File: src/common/acl_match_consts.svh
// Functional notes
// VLAN ID any: frame VLAN ID ignored
// Specific VLAN ID 1..4095 must equal frame's
// Tag priority any, or 0..7 must equal
// ARP checks apply only for ARP frame type
// Opcode class: any, ARP, RARP, other
// Request/reply: requests, replies, or any
// Sender IP host mode: exact equality
// Sender IP network mode: masked equality
// Target IP host mode: exact equality
// Target IP network mode: masked equality
// Sender hardware vs source MAC: eq/ne/any
// RARP target hardware vs source MAC: eq/ne/any
// Length check 1: HLN 6 and PLN 4
// Hardware space check 1: HRD equals 1
// Protocol space check 1: PRO equals 0x800
// Each three-way check has don't-care
// Setting 0 matches when field differs
// Hit needs all active criteria (AND)
// Each hit increments the hit counter
`ifndef ACL_MATCH_CONSTS_SVH
`define ACL_MATCH_CONSTS_SVH

// Register byte offsets
`define REG_CFG0 8'h00
`define REG_CFG1 8'h04
`define REG_SIP_ADDR 8'h08
`define REG_SIP_MASK 8'h0c
`define REG_TIP_ADDR 8'h10
`define REG_TIP_MASK 8'h14
`define REG_HIT_CNT 8'h18
`define REG_STATUS 8'h1c

// Field positions in the first configuration word
`define VID_LSB 0
`define VID_MSB 11
`define VID_SPEC_BIT 12
`define PRIO_LSB 13
`define PRIO_MSB 15
`define PRIO_SPEC_BIT 16
`define OPCLS_LSB 17
`define REQREP_LSB 19
`define SIPMODE_LSB 21
`define TIPMODE_LSB 23
`define SHACHK_LSB 25
`define THACHK_LSB 27
`define CFG0_USED_MSB 28

// Field positions in the second configuration word
`define LENCHK_LSB 0
`define HRDCHK_LSB 2
`define PROCHK_LSB 4
`define FTYPE_LSB 6
`define CFG1_USED_MSB 8

// Status bits
`define STAT_HIT_BIT 0
`define STAT_SEEN_BIT 1

// Reset values
`define CFG0_RST 32'h0000_0000
`define CFG1_RST 32'h0000_0000
`define ADDR_RST 32'h0000_0000

// Protocol constants
`define VID_NONE 12'h000
`define OP_ARP_REQ 16'h0001
`define OP_ARP_REP 16'h0002
`define OP_RARP_REQ 16'h0003
`define OP_RARP_REP 16'h0004
`define HLN_ETH 8'h06
`define PLN_IPV4 8'h04
`define HRD_ETH 16'h0001
`define PRO_IPV4 16'h0800

`endif

File: src/common/acl_match_pkg.sv
package acl_match_pkg;
    // Frame type selection of the filter entry
    typedef enum logic [2:0] {
        FT_ANY = 3'h0,
        FT_ETYPE = 3'h1,
        FT_ARP = 3'h2,
        FT_IPV4 = 3'h3,
        FT_IPV6 = 3'h4
    } ftype_sel_t;
    // Frame class reported by the ingress parser
    typedef enum logic [1:0] {
        FK_ETYPE = 2'h0,
        FK_ARP = 2'h1,
        FK_IPV4 = 2'h2,
        FK_IPV6 = 2'h3
    } frame_kind_t;
    // Opcode class selection
    typedef enum logic [1:0] {
        OC_ANY = 2'h0,
        OC_ARP = 2'h1,
        OC_RARP = 2'h2,
        OC_OTHER = 2'h3
    } opcls_t;
    // Request or reply selection
    typedef enum logic [1:0] {
        RR_ANY = 2'h0,
        RR_REQ = 2'h1,
        RR_REP = 2'h2,
        RR_ANY_ALT = 2'h3
    } reqrep_t;
    // Protocol address filter mode
    typedef enum logic [1:0] {
        IP_ANY = 2'h0,
        IP_HOST = 2'h1,
        IP_NET = 2'h2,
        IP_RSVD = 2'h3
    } ipmode_t;
    // Three-way check: high bit active, low bit wanted equality
    typedef enum logic [1:0] {
        TW_ANY = 2'h0,
        TW_ANY_ALT = 2'h1,
        TW_NE = 2'h2,
        TW_EQ = 2'h3
    } tri_t;
endpackage

File: src/rtl/acl_vlan_arp_matcher.sv
// Local design decisions: the address map and register access over Wishbone.
`timescale 1ns/1ps
`include "acl_match_consts.svh"

module acl_vlan_arp_matcher
#(
    parameter int CNT_W = 32 // Hit counter width
)
(
    input wire logic clk_i, // 200 MHz clock
    input wire logic rst_i, // Synchronous reset, active high
    input wire logic wb_cyc_i, // Wishbone cycle
    input wire logic wb_stb_i, // Wishbone strobe
    input wire logic wb_we_i, // Wishbone write enable
    input wire logic [7:0] wb_adr_i, // Wishbone byte address
    input wire logic [3:0] wb_sel_i, // Wishbone byte enables
    input wire logic [31:0] wb_dat_i, // Wishbone write data
    output logic [31:0] wb_dat_o, // Wishbone read data
    output logic wb_ack_o, // Wishbone acknowledge
    input wire logic frm_valid_i, // Frame header fields valid
    input wire acl_match_pkg::frame_kind_t frm_kind_i, // Frame class
    input wire logic [11:0] frm_vid_i, // VLAN identifier
    input wire logic [2:0] frm_prio_i, // Tag priority
    input wire logic [47:0] frame_source_mac_i, // Source MAC
    input wire logic [15:0] arp_op_i, // ARP opcode
    input wire logic [15:0] arp_hrd_i, // Hardware space
    input wire logic [15:0] arp_pro_i, // Protocol space
    input wire logic [7:0] arp_hln_i, // Hardware address length
    input wire logic [7:0] arp_pln_i, // Protocol address length
    input wire logic [47:0] arp_sender_hw_i, // Sender hardware addr
    input wire logic [31:0] arp_sender_ip_i, // Sender IP
    input wire logic [47:0] arp_target_hw_i, // Target hardware addr
    input wire logic [31:0] arp_target_ip_i, // Target IP
    output logic decided_o, // One-cycle pulse per decision
    output logic hit_o // Frame hit the filter entry
);
    import acl_match_pkg::*;

    // Counter must fit the 32-bit read word; refused at elaboration
    if (CNT_W < 1 || CNT_W > 32)
    begin : g_cnt_w_bad
        $error("CNT_W must be 1 to 32");
    end

    ////////////////////////////////////////////////////////////////////////
    // Helpers

    // Three-way compare; high bit off means don't-care
    function automatic logic tri_ok(input logic [1:0] sel,
                                    input logic equal);
        tri_ok = !sel[1] || (sel[0] == equal);
    endfunction

    // Protocol address filter in host or network mode
    function automatic logic ip_ok(input logic [1:0] mode,
                                   input logic [31:0] frame_ip,
                                   input logic [31:0] addr,
                                   input logic [31:0] mask);
        case (ipmode_t'(mode))
            IP_HOST: ip_ok = (frame_ip == addr);
            IP_NET: ip_ok = ((frame_ip ^ addr) & mask) == 32'h0;
            default: ip_ok = 1'b1;
        endcase
    endfunction

    ////////////////////////////////////////////////////////////////////////
    // Registers

    logic [31:0] cfg0; // VLAN and ARP selections
    logic [31:0] cfg1; // Header checks and frame type
    logic [31:0] sip_addr; // Sender IP address
    logic [31:0] sip_mask; // Sender IP mask
    logic [31:0] tip_addr; // Target IP address
    logic [31:0] tip_mask; // Target IP mask
    logic [CNT_W-1:0] hit_count; // Hits since last clear
    logic [1:0] status; // Last hit and decision seen

    // Bus decode
    wire bus_req = wb_cyc_i && wb_stb_i && !wb_ack_o;
    // Writes commit at the edge where the master samples ack high
    wire bus_wr = wb_cyc_i && wb_stb_i && wb_we_i && wb_ack_o;
    wire [7:0] reg_off = {wb_adr_i[7:2], 2'b00};
    wire [31:0] byte_mask = {{8{wb_sel_i[3]}}, {8{wb_sel_i[2]}},
                             {8{wb_sel_i[1]}}, {8{wb_sel_i[0]}}};
    wire wr_cfg0 = bus_wr && reg_off == `REG_CFG0;
    wire wr_cfg1 = bus_wr && reg_off == `REG_CFG1;
    wire wr_sip_a = bus_wr && reg_off == `REG_SIP_ADDR;
    wire wr_sip_m = bus_wr && reg_off == `REG_SIP_MASK;
    wire wr_tip_a = bus_wr && reg_off == `REG_TIP_ADDR;
    wire wr_tip_m = bus_wr && reg_off == `REG_TIP_MASK;
    // Any write to the counter clears it
    wire clr_count = bus_wr && reg_off == `REG_HIT_CNT;

    // Byte-lane merge of write data
    function automatic logic [31:0] merge(input logic [31:0] old,
                                          input logic [31:0] wdat,
                                          input logic [31:0] bm);
        merge = (old & ~bm) | (wdat & bm);
    endfunction

    // Unused bits are kept at zero so they read back as zero
    wire [31:0] cfg0_keep = {{(31-`CFG0_USED_MSB){1'b0}},
                             {(`CFG0_USED_MSB+1){1'b1}}};
    wire [31:0] cfg1_keep = {{(31-`CFG1_USED_MSB){1'b0}},
                             {(`CFG1_USED_MSB+1){1'b1}}};

    wire [31:0] next_cfg0 = merge(cfg0, wb_dat_i, byte_mask) & cfg0_keep;
    wire [31:0] next_cfg1 = merge(cfg1, wb_dat_i, byte_mask) & cfg1_keep;

    // Read multiplexer; unmapped offsets read zero
    logic [31:0] rd_mux;
    always_comb
    begin
        rd_mux = 32'h0;
        case (reg_off)
            `REG_CFG0: rd_mux = cfg0;
            `REG_CFG1: rd_mux = cfg1;
            `REG_SIP_ADDR: rd_mux = sip_addr;
            `REG_SIP_MASK: rd_mux = sip_mask;
            `REG_TIP_ADDR: rd_mux = tip_addr;
            `REG_TIP_MASK: rd_mux = tip_mask;
            `REG_HIT_CNT: rd_mux = 32'(hit_count);
            `REG_STATUS: rd_mux = {30'h0, status};
            default: rd_mux = 32'h0;
        endcase
    end

    // Ack one cycle after the request, dropped the next cycle
    always_ff @(posedge clk_i)
    begin
        if (rst_i)
        begin
            wb_ack_o <= 1'b0;
            wb_dat_o <= 32'h0;
        end
        else
        begin
            wb_ack_o <= bus_req;
            wb_dat_o <= bus_req ? rd_mux : 32'h0;
        end
    end

    // Configuration storage
    always_ff @(posedge clk_i)
    begin
        if (rst_i)
        begin
            cfg0 <= `CFG0_RST;
            cfg1 <= `CFG1_RST;
            sip_addr <= `ADDR_RST;
            sip_mask <= `ADDR_RST;
            tip_addr <= `ADDR_RST;
            tip_mask <= `ADDR_RST;
        end
        else
        begin
            if (wr_cfg0) cfg0 <= next_cfg0;
            if (wr_cfg1) cfg1 <= next_cfg1;
            if (wr_sip_a) sip_addr <= merge(sip_addr, wb_dat_i, byte_mask);
            if (wr_sip_m) sip_mask <= merge(sip_mask, wb_dat_i, byte_mask);
            if (wr_tip_a) tip_addr <= merge(tip_addr, wb_dat_i, byte_mask);
            if (wr_tip_m) tip_mask <= merge(tip_mask, wb_dat_i, byte_mask);
        end
    end

    ////////////////////////////////////////////////////////////////////////
    // Match logic, purely combinational on parser fields

    // Configuration fields
    wire [11:0] cfg_vid = cfg0[`VID_MSB:`VID_LSB];
    wire vid_spec = cfg0[`VID_SPEC_BIT];
    wire [2:0] cfg_prio = cfg0[`PRIO_MSB:`PRIO_LSB];
    wire prio_spec = cfg0[`PRIO_SPEC_BIT];
    wire [1:0] opcls = cfg0[`OPCLS_LSB +: 2];
    wire [1:0] reqrep = cfg0[`REQREP_LSB +: 2];
    wire [1:0] sip_mode = cfg0[`SIPMODE_LSB +: 2];
    wire [1:0] tip_mode = cfg0[`TIPMODE_LSB +: 2];
    wire [1:0] sha_chk = cfg0[`SHACHK_LSB +: 2];
    wire [1:0] tha_chk = cfg0[`THACHK_LSB +: 2];
    wire [1:0] len_chk = cfg1[`LENCHK_LSB +: 2];
    wire [1:0] hrd_chk = cfg1[`HRDCHK_LSB +: 2];
    wire [1:0] pro_chk = cfg1[`PROCHK_LSB +: 2];
    wire [2:0] ftype = cfg1[`FTYPE_LSB +: 3];

    // Frame type selection; illegal codes never match
    logic type_ok;
    always_comb
    begin
        case (ftype_sel_t'(ftype))
            FT_ANY: type_ok = 1'b1;
            FT_ETYPE: type_ok = (frm_kind_i == FK_ETYPE);
            FT_ARP: type_ok = (frm_kind_i == FK_ARP);
            FT_IPV4: type_ok = (frm_kind_i == FK_IPV4);
            FT_IPV6: type_ok = (frm_kind_i == FK_IPV6);
            default: type_ok = 1'b0;
        endcase
    end

    // VLAN ID 0 is outside the legal range, so it never matches
    wire vid_ok = !vid_spec ||
        (cfg_vid != `VID_NONE && frm_vid_i == cfg_vid);
    wire prio_ok = !prio_spec || frm_prio_i == cfg_prio;
    wire base_ok = type_ok && vid_ok && prio_ok;

    // Opcode decoding
    wire is_arp_op = arp_op_i == `OP_ARP_REQ || arp_op_i == `OP_ARP_REP;
    wire is_rarp_op = arp_op_i == `OP_RARP_REQ ||
        arp_op_i == `OP_RARP_REP;
    wire is_req = arp_op_i == `OP_ARP_REQ || arp_op_i == `OP_RARP_REQ;
    wire is_rep = arp_op_i == `OP_ARP_REP || arp_op_i == `OP_RARP_REP;

    logic opcls_ok;
    always_comb
    begin
        unique case (opcls_t'(opcls))
            OC_ANY: opcls_ok = 1'b1;
            OC_ARP: opcls_ok = is_arp_op;
            OC_RARP: opcls_ok = is_rarp_op;
            OC_OTHER: opcls_ok = !is_arp_op && !is_rarp_op;
        endcase
    end

    logic reqrep_ok;
    always_comb
    begin
        unique case (reqrep_t'(reqrep))
            RR_REQ: reqrep_ok = is_req;
            RR_REP: reqrep_ok = is_rep;
            RR_ANY, RR_ANY_ALT: reqrep_ok = 1'b1;
        endcase
    end

    wire sip_ok = ip_ok(sip_mode, arp_sender_ip_i, sip_addr, sip_mask);
    wire tip_ok = ip_ok(tip_mode, arp_target_ip_i, tip_addr, tip_mask);
    wire sha_ok = tri_ok(sha_chk,
        arp_sender_hw_i == frame_source_mac_i);
    // The target hardware check only qualifies RARP frames
    wire tha_ok = !tha_chk[1] || (is_rarp_op && tri_ok(tha_chk,
        arp_target_hw_i == frame_source_mac_i));
    wire len_ok = tri_ok(len_chk, arp_hln_i == `HLN_ETH &&
        arp_pln_i == `PLN_IPV4);
    wire hrd_ok = tri_ok(hrd_chk, arp_hrd_i == `HRD_ETH);
    wire pro_ok = tri_ok(pro_chk, arp_pro_i == `PRO_IPV4);

    wire arp_all = opcls_ok && reqrep_ok && sip_ok && tip_ok &&
        sha_ok && tha_ok && len_ok && hrd_ok && pro_ok;
    // ARP checks only count when the entry selects ARP frames
    wire arp_sel = ftype == FT_ARP;
    wire arp_ok = !arp_sel || arp_all;
    wire all_ok = base_ok && arp_ok;
    wire frame_hit = frm_valid_i && all_ok;

    ////////////////////////////////////////////////////////////////////////
    // Decision outputs, counter and status

    // Decision registered one cycle after the parser strobe
    always_ff @(posedge clk_i)
    begin
        if (rst_i)
        begin
            decided_o <= 1'b0;
            hit_o <= 1'b0;
            status <= 2'b00;
        end
        else
        begin
            decided_o <= frm_valid_i;
            hit_o <= frame_hit;
            if (frm_valid_i)
                status <= {1'b1, all_ok};
        end
    end

    // A hit in the clearing cycle is kept as count one
    always_ff @(posedge clk_i)
    begin
        if (rst_i)
            hit_count <= '0;
        else if (clr_count)
            hit_count <= frame_hit ? CNT_W'(1) : '0;
        else if (frame_hit)
            hit_count <= hit_count + CNT_W'(1);
    end
endmodule // acl_vlan_arp_matcher

File: config.mk
export PLATFORM = sky130hd
export DESIGN_NAME = acl_vlan_arp_matcher
export DESIGN_NICKNAME = d
export VERILOG_FILES = /design/src/common/acl_match_pkg.sv /design/src/rtl/acl_vlan_arp_matcher.sv
export VERILOG_INCLUDE_DIRS = /design/src /design/src/common
export SDC_FILE = /design/constraint.sdc
export NUM_CORES = 1
export LEC_CHECK = 0
export BUFFER_PORTS_ARGS = -buffer_cell sky130_fd_sc_hd__buf_2
export CORE_ASPECT_RATIO = 1.1
export CORE_MARGIN = 4
export CORE_UTILIZATION = 47
export DETAILED_ROUTE_END_ITERATION = 16
export PLACE_DENSITY_LB_ADDON = 0.15
export SLEW_MARGIN = 20
export SYNTH_ARGS = -nofsm -noshare
export SYNTH_HDL_FRONTEND = slang
export SYNTH_SLANG_ARGS = --single-unit
File: constraint.sdc
create_clock -name clk_i -period 3.2 [get_ports clk_i]
set_clock_uncertainty 0.1 [all_clocks]
set_input_delay 0.64 -clock clk_i [delete_from_list [all_inputs] [get_ports clk_i]]
set_output_delay 0.64 -clock clk_i [all_outputs]
set_load 0.01 [all_outputs]
# Word-level counts from Yosys, hierarchy flattened
# Cells that the tools add are included.
[op_classes]
add_sub_neg = 1
n_eq_ne = 43
muxes = 9
bitwise = 19
reduce_logical = 62
[ops]
columns = ["cell", "n"]
rows = [
  ["$pmux W32 S8", 1],
  ["$and A32 B32 Y32", 7],
  ["$or A32 B32 Y32", 4],
  ["$eq A48 B48 Y1", 2],
  ["$eq A32 B32 Y1", 2],
  ["$logic_not A32 Y1", 2],
  ["$mux W32", 2],
  ["$xor A32 B32 Y32", 2],
  ["$add A32 B1 Y32 const B", 1],
  ["$eq A16 B1 Y1 const B", 2],
  ["$eq A16 B2 Y1 const B", 2],
  ["$not A32 Y32", 1],
  ["$and A29 B29 Y29", 1],
  ["$or A29 B29 Y29", 1],
  ["$logic_and A1 B1 Y1", 27],
  ["$eq A6 B3 Y1 const B", 4],
  ["$eq A16 B12 Y1 const B", 1],
  ["$eq A16 B3 Y1 const B", 1],
  ["$eq A2 B2 Y1 const B", 8],
  ["$eq A8 B3 Y1 const B", 2],
  ["$logic_or A1 B1 Y1", 13],
  ["$eq A12 B12 Y1", 1],
  ["$eq A6 B2 Y1 const B", 2],
  ["$reduce_bool A12 Y1", 1],
  ["21 further kinds", 44],
]
[totals]
regBits = 235
inputBits = 339
out_inout_bits = 35
word_cells = 146

# Depth between registers and ports, before layout
# Gate-level depths: netlist (run 1).
[logic_depth]
word_depth = 18
depth_mapped = 13
ltp_nobuf = 11

# Worst setup path after synthesis (run 1)
# Ideal clock, no wire load.
[synth_path]
path_type = "input to register"
startpoint = "input arp_hrd_i[1]"
endpoint = "register hit_count[21]"
setup_time_ns = 0.070
arrival_ns = 2.951
t_required_ns = 3.030
slack_ns = 0.078
stages = 10
n_path_buf = 1
path_cell_list = "nor4b_1 -> nand4_1 -> xnor2_1 -> a22o_1 -> a2111oi_1 -> inv_1 -> o31a_1 -> buf_2 -> or4_1 -> a21oi_1"
[synth_via]
elab_chain_cells = 9
[synth_rtl]
columns = ["item", "line", "rtl"]
rows = [
  ["from (decl)", "acl_vlan_arp_matcher.sv:26", "input wire logic [15:0] arp_hrd_i,"],
  ["$eq A16 B1 Y1 (no source line)", "n/a", ""],
  ["$eq A1 B1 Y1", "acl_vlan_arp_matcher.sv:51", "tri_ok = !sel[1] || (sel[0] == equal);"],
  ["$logic_or A1 B1 Y1", "acl_vlan_arp_matcher.sv:51", ""],
  ["$logic_and A1 B1 Y1 (2 in a row)", "acl_vlan_arp_matcher.sv:246", "sha_ok && tha_ok && len_ok && hrd_ok && pro_ok;"],
  ["$logic_or A1 B1 Y1", "acl_vlan_arp_matcher.sv:249", "wire arp_ok = !arp_sel || arp_all;"],
  ["$logic_and A1 B1 Y1", "acl_vlan_arp_matcher.sv:250", "wire all_ok = base_ok && arp_ok;"],
  ["$logic_and A1 B1 Y1", "acl_vlan_arp_matcher.sv:251", "wire frame_hit = frm_valid_i && all_ok;"],
  ["$reduce_bool A2 Y1 (no source line)", "n/a", ""],
  ["to (signal assigned)", "acl_vlan_arp_matcher.sv:280", "hit_count <= frame_hit ? CNT_W'(1) : '0;"],
  ["to (signal assigned)", "acl_vlan_arp_matcher.sv:282", "hit_count <= hit_count + CNT_W'(1);"],
  ["to (decl)", "acl_vlan_arp_matcher.sv:75", "logic [CNT_W-1:0] hit_count;"],
]
# No other way between the ends.
# A chain may end at the register's enable or synchronous reset.

==> results of run 1 <==
==> kinds of logic after synthesis <==
| group | synth area share (%) |
|---|---|
| compound gates | 20.58 |
| xor+xnor | 12.55 |
| fa+ha+maj | 0.6972 |
| buf+inv | 3.895 |
| flops | 37.45 |
| mux | 1.574 |
| simple gates | 23.25 |
==> placed cells by master, fill, tap and decap left out, types with 5 or more instances in the layout <==
cell / Yosys / final
o31ai_1: 13 / 12
nand2_1: 213 / 213
o21ai_0: 24 / 22
clkinv_2: 0 / 8
mux2i_1: 13 / 13
and2_1: 10 / 10
xor2_1: 119 / 119
clkbuf_1: 92 / 5
buf_4: 0 / 128
nor4_1: 41 / 36
a22o_1: 9 / 9
nand3_1: 179 / 179
or4_1: 10 / 10
inv_1: 32 / 32
a222oi_1: 6 / 6
nor3_1: 14 / 11
and4_1: 9 / 9
dfxtp_1: 235 / 235
a221oi_1: 14 / 10
a22oi_1: 81 / 81
buf_2: 1 / 370
or3_1: 12 / 12
clkbuf_16: 0 / 25
a31oi_1: 26 / 26
o211ai_1: 5 / 5
a21oi_1: 203 / 201
nor4b_1: 6 / 5
nand4_1: 32 / 32
nor2_1: 33 / 33
xnor2_1: 61 / 59
a41o_1: 6 / 6
nor4_2: 3 / 8
and3_1: 12 / 12
ha_1: 7 / 6
nor2b_1: 7 / 7
==> routing by layer <==
| layer | GRT usage [%] | share of wire (%) | vias up |
|---|---|---|---|
| met2 | 58.78 | 47 | 989 |
| met1 | 44.78 | 37 | 6775 |
| li1 | - | - | 6611 |
| met5 | 0 | 0 | - |
| met3 | 6.574 | 11 | 142 |
| met4 | 18.15 | 5.0 | 0 |
==> repair_timing <==
action | in CTS | in global routing
setup buffers | 5 | 1
setup endpoints to repair | 22 | 24
resized for setup | 6 | 15
pin swaps | 4 | 7
gates cloned | 0 | 0
==> layout make-up <==
cell class                      instances  area share, %
Inverter                               32         0.7305
Clock inverter                         10         0.4794
Sequential cell                       235          28.61
Antenna cell                            4        0.06088
Timing Repair Buffer                  502          17.59
Tap cell                              352          2.679
Multi-Input combinational cell       1208          45.59
Clock buffer                           34          4.254
==> power by group <==
group	leakage [uW]	switching, uW	internal [uW]
clock	0.000393	1250	1610
combinational	0.00406	436	324
sequential	0.00189	7.50	2930
total	0.00635	1690	4860
==> worst max-delay path, stage by stage, from the launching register on <==
cell,delay [ns]
dfxtp_1,0.45
xor2_1,0.14
nor4_1,0.42
nand4_1,0.25
nor2_1,0.15
a21o_1,0.24
o22ai_1,0.16
o31a_1,0.31
buf_4,0.19
buf_4,0.16
or3_1,0.36
a21oi_2,0.14
==> metrics by stage <==
step	total power, uW	setup WS [ns]	hold WS (ns)
2_1_floorplan	3278	0.07850	0.3326
3_3_place_gp	3731	-0.5249	0.3488
4_1_cts	6533	0.04843	0.2283
6_report	6554	0.03920	0.2450
3_5_place_dp	3737	-0.5919	0.3497
5_1_grt	6699	-0.02673	0.2424
==> final timing paths <==
kind                                             start                         to  slack [ns]  depth (start not counted)
worst max-delay path                          register  hit_count[6]$_SDFFE_PP0P_        0.04                         11
worst min-delay path                             rst_i        wb_ack_o$_SDFF_PP0_        0.25                          2
worst max register to register                register  hit_count[6]$_SDFFE_PP0P_        0.04                         11
worst min register to register  status[1]$_SDFFE_PP0P_     status[1]$_SDFFE_PP0P_        0.37                          2
==> flow_metrics.env, run 1 <==
export IMPL_status="finished clean"
export IMPL_synth_most_common_cell="dfxtp_1"
export IMPL_num_fill_cells=2390
export IMPL_num_rows=62
export IMPL_cts_sinks=235
export IMPL_drcViolationCount=0
export IMPL_detail_route_wl_per_cell_um=23.64
export IMPL_grt_pass1_vias=13890
export IMPL_cts_tree="done"
export IMPL_clk_pin_slew_ns=0.06
export IMPL_worstPathMaxFanout=11
export IMPL_synthArstFlopShare_pct=0
export IMPL_syn_area_per_cell_sq_um=7.985
export IMPL_synth_nets=1919
export IMPL_grt_start_max_net_pins=172
export IMPL_ant_nets=0
export IMPL_yosys_register_bits=235
export IMPL_clock_path_buffers=3
export IMPL_p_per_area_nw_per_um2=398.6
export IMPL_cp_start_kind="register"
export IMPL_syn_to_final_growth_pct=30.90
export IMPL_final_nets=2350
export IMPL_seq_area_sq_um=4705
export IMPL_irDropWorstVdd_mv=0.4690
export IMPL_initial_core_util_pct=47.91
export IMPL_overflow=0
export IMPL_htree_levels=1
export IMPL_dieWidth_um=163.9
export IMPL_yosys_warnings=0
export IMPL_period_needed_ns=3.161
export IMPL_cellLeakagePower_uw=0.006349
export IMPL_wl_um=56200
export IMPL_first_pass_iters=8
export IMPL_hpwl_um=42590
export IMPL_synth_cell_types=57
export IMPL_critPathKind="register to register"
export IMPL_maxSlewViolCount=0
export IMPL_multi_input_area_sq_um=7496
export IMPL_cts_hold_fix_buffers=0
export IMPL_yosysSeqAreaShare_pct=37.45
export IMPL_clock_root_buffer="clkbuf_16"
export IMPL_setup_tns_ns=0
export IMPL_max_freq_mhz=316.4
export IMPL_slew_headroom_pct=23.81
export IMPL_grt_pass1_wl_um=81740
export IMPL_drtIter0Drc=1655
export IMPL_fin_util_pct=62.71
export IMPL_coreArea_sq_um=26220
export IMPL_setup_violations=0
export IMPL_worstMarginPinSlew_ns=1.143
export IMPL_postLayoutCellArea_sq_um=16440
export IMPL_dieHeight_um=179.5
export IMPL_dp_cells=2323
export IMPL_io_pins=374
export IMPL_numCtsBuffers=25
export IMPL_ys_top_cells_by_count="235 x dfxtp_1, 213 x nand2_1, 203 x a21oi_1"
export IMPL_yosys_top_cells_area="dfxtp_1 37%, xor2_1 8.3%, a21oi_1 8.1%"
export IMPL_hold_path_class="input pin to register"
export IMPL_cp_end_kind="register"
export IMPL_routed_via_count=14520
export IMPL_crit_arrival_ns=3.51
export IMPL_antenna_found_initial=3
export IMPL_rsz0062_at_grt="true"
export IMPL_required_ns=3.54
export IMPL_port_buffers=371
export IMPL_ys_dominant_reg_cell="dfxtp_1"
export IMPL_netlist_instances=1573
export IMPL_dieArea_sq_um=29410
export IMPL_viasPerCell=6.107
export IMPL_synth_area_sq_um=12560
export IMPL_synth_edf_count=0
export IMPL_maxCapViolations=0
export IMPL_synth_top_cell_by_area="dfxtp_1"
export IMPL_grt_usage_pct=35.80
export IMPL_drive_gt1_share_pct=28.40
export IMPL_gp_congestion=0.9942
export IMPL_clk_latency_ns=0.55
export IMPL_fin_cells=2377
export IMPL_min_period_over_period_pct=98.77
export IMPL_placed_cell_area_sq_um=15500
export IMPL_finalHoldViolCount=0
export IMPL_synth_top_cell_area_share_pct=37.45
Power figures use the tool's default switching activity.
==> run 2: changes to the inputs <==
Settings changed: CORE_UTILIZATION 47 to 49, CTS_BUF_LIST set to sky130_fd_sc_hd__clkbuf_4, MAX_ROUTING_LAYER set to met4.
==> run 2 against run 1 <==
Combinational power rose by 1%. Sequential power about the same. Utilization up 2.5 points. Wire length up 0.87%. Critical path depth is 1 lower. Clock power is 9.8% lower. Setup slack worse by 0.025 ns. Flip-flop and latch count is the same. Design area grew 0.26%. Sequential share of layout area hardly changed. Die area decreased by 3.9%. Worst hold slack lost 0.14 ns. Largest cell class unchanged.
==> flow_metrics.env, run 2 (synthesis gave the netlist of run 1 again) <==
export IMPL_detail_route_wl_per_cell_um=23.43
export IMPL_htree_levels=2
export IMPL_cts_tree="done"
export IMPL_drcViolationCount=0
export IMPL_slew_headroom_pct=15.83
export IMPL_dp_cells=2311
export IMPL_final_nets=2377
export IMPL_syn_to_final_growth_pct=31.24
export IMPL_critPathKind="register to register"
export IMPL_rsz0062_at_grt="true"
export IMPL_fin_cells=2420
export IMPL_grt_pass1_wl_um=81820
export IMPL_clk_pin_slew_ns=0.07
export IMPL_min_period_over_period_pct=99.54
export IMPL_required_ns=3.73
export IMPL_cellLeakagePower_uw=0.006395
export IMPL_hpwl_um=42620
export IMPL_cp_start_kind="register"
export IMPL_multi_input_area_sq_um=7584
export IMPL_wl_um=56690
export IMPL_dieArea_sq_um=28260
export IMPL_final_common_cell="buf_2"
export IMPL_period_needed_ns=3.185
export IMPL_viasPerCell=6.124
export IMPL_dieHeight_um=175.9
export IMPL_clk_latency_ns=0.73
export IMPL_overflow=0
export IMPL_finalHoldViolCount=0
export IMPL_first_pass_iters=8
export IMPL_io_pins=374
export IMPL_seq_area_sq_um=4711
export IMPL_hold_path_class="input pin to register"
export IMPL_cp_end_kind="register"
export IMPL_num_rows=61
export IMPL_drive_gt1_share_pct=31.08
export IMPL_whs_ns=0.1042
export IMPL_setup_violations=0
export IMPL_num_fill_cells=2243
export IMPL_postLayoutCellArea_sq_um=16480
export IMPL_maxCapViolations=0
export IMPL_coreArea_sq_um=25260
export IMPL_status="finished clean"
export IMPL_initial_core_util_pct=49.72
export IMPL_grt_pass1_vias=13850
export IMPL_crit_arrival_ns=3.72
export IMPL_p_per_area_nw_per_um2=380.7
export IMPL_irDropWorstVdd_mv=0.2643
export IMPL_maxSlewViolCount=0
export IMPL_placed_cell_area_sq_um=15470
export IMPL_worstMarginPinSlew_ns=1.263
export IMPL_port_buffers=371
export IMPL_antenna_found_initial=5
export IMPL_max_freq_mhz=313.9
export IMPL_routed_via_count=14820
export IMPL_gp_congestion=1.031
export IMPL_ant_nets=0
export IMPL_drtIter0Drc=1628
export IMPL_clock_path_buffers=3
export IMPL_worstPathMaxFanout=6
export IMPL_final_cell_mix="370 x buf_2, 232 x dfxtp_1, 213 x nand2_1"
export IMPL_grt_usage_pct=38.64
export IMPL_clock_root_buffer="clkbuf_4"
export IMPL_cts_hold_fix_buffers=0
export IMPL_cts_sinks=235
export IMPL_grt_start_max_net_pins=172
export IMPL_numCtsBuffers=61
export IMPL_dieWidth_um=160.7
run 2: worst max-delay path, stage by stage (launching register included):
cell and delay [ns]:
dfxtp_1 0.35, xor2_1 0.21, a22o_1 0.25, a221oi_1 0.24, and4_1 0.25, and4_1 0.33, o22ai_4 0.11, o31a_1 0.41
clkbuf_16 0.21, or4_1 0.51, a21oi_1 0.14
run 2: final cells by class:
type	count	area share (%)
multi-input combinational	1208	46.00
sequential	235	28.58
timing repair buffer	493	17.53
clock buffer	94	4.281
tap	346	2.626
inverter	32	0.7286
clock inverter	7	0.1822
antenna	5	0.07590
run 2: per-layer routing:
metal | GRT usage, % | part of all wire, % | vias to the layer above
li1 | - | - | 6691
met2 | 62.35 | 47 | 1039
met1 | 47.41 | 37 | 6894
met3 | 7.158 | 11 | 195
met5 | - | 0 | -
met4 | 17.07 | 5.3 | 0
run 2: where the power goes:
group	total [uW]	switching, uW	internal [uW]
registers	2940	7.44	2930
clock network	2570	1260	1310
logic	768	438	330
total	6280	1700	4570
run 2: stage by stage:
| step | TNS (ns) | utilization (%) | total power (uW) | worst slack, ns |
|---|---|---|---|---|
| 3_5_place_dp | -12.31 | 61.23 | 3736 | -0.5300 |
| 4_1_cts | 0 | 64.25 | 6257 | 0.001298 |
| 2_1_floorplan | 0 | - | 3278 | 0.07850 |
| 3_3_place_gp | -10.78 | 61.23 | 3731 | -0.4701 |
| 5_1_grt | -0.3276 | 65.25 | 6479 | -0.06478 |
| 6_report | 0 | 65.25 | 6275 | 0.01470 |
run 2: repair_timing:
item,CTS,global route
setup endpoints to repair,16,18
gates cloned,0,2
pin swaps,0,32
buffers inserted,0,1
gates resized for setup,5,42
run 2: path summary, 6_finish.rpt:
kind         slack, ns                          to      from  cells after the start
max               0.01  hit_count[25]$_SDFFE_PP0P_  register                     10
min               0.10         wb_ack_o$_SDFF_PP0_     rst_i                      2
min reg2reg       0.37                    register  register                      2
max reg2reg       0.01  hit_count[25]$_SDFFE_PP0P_  register                     10
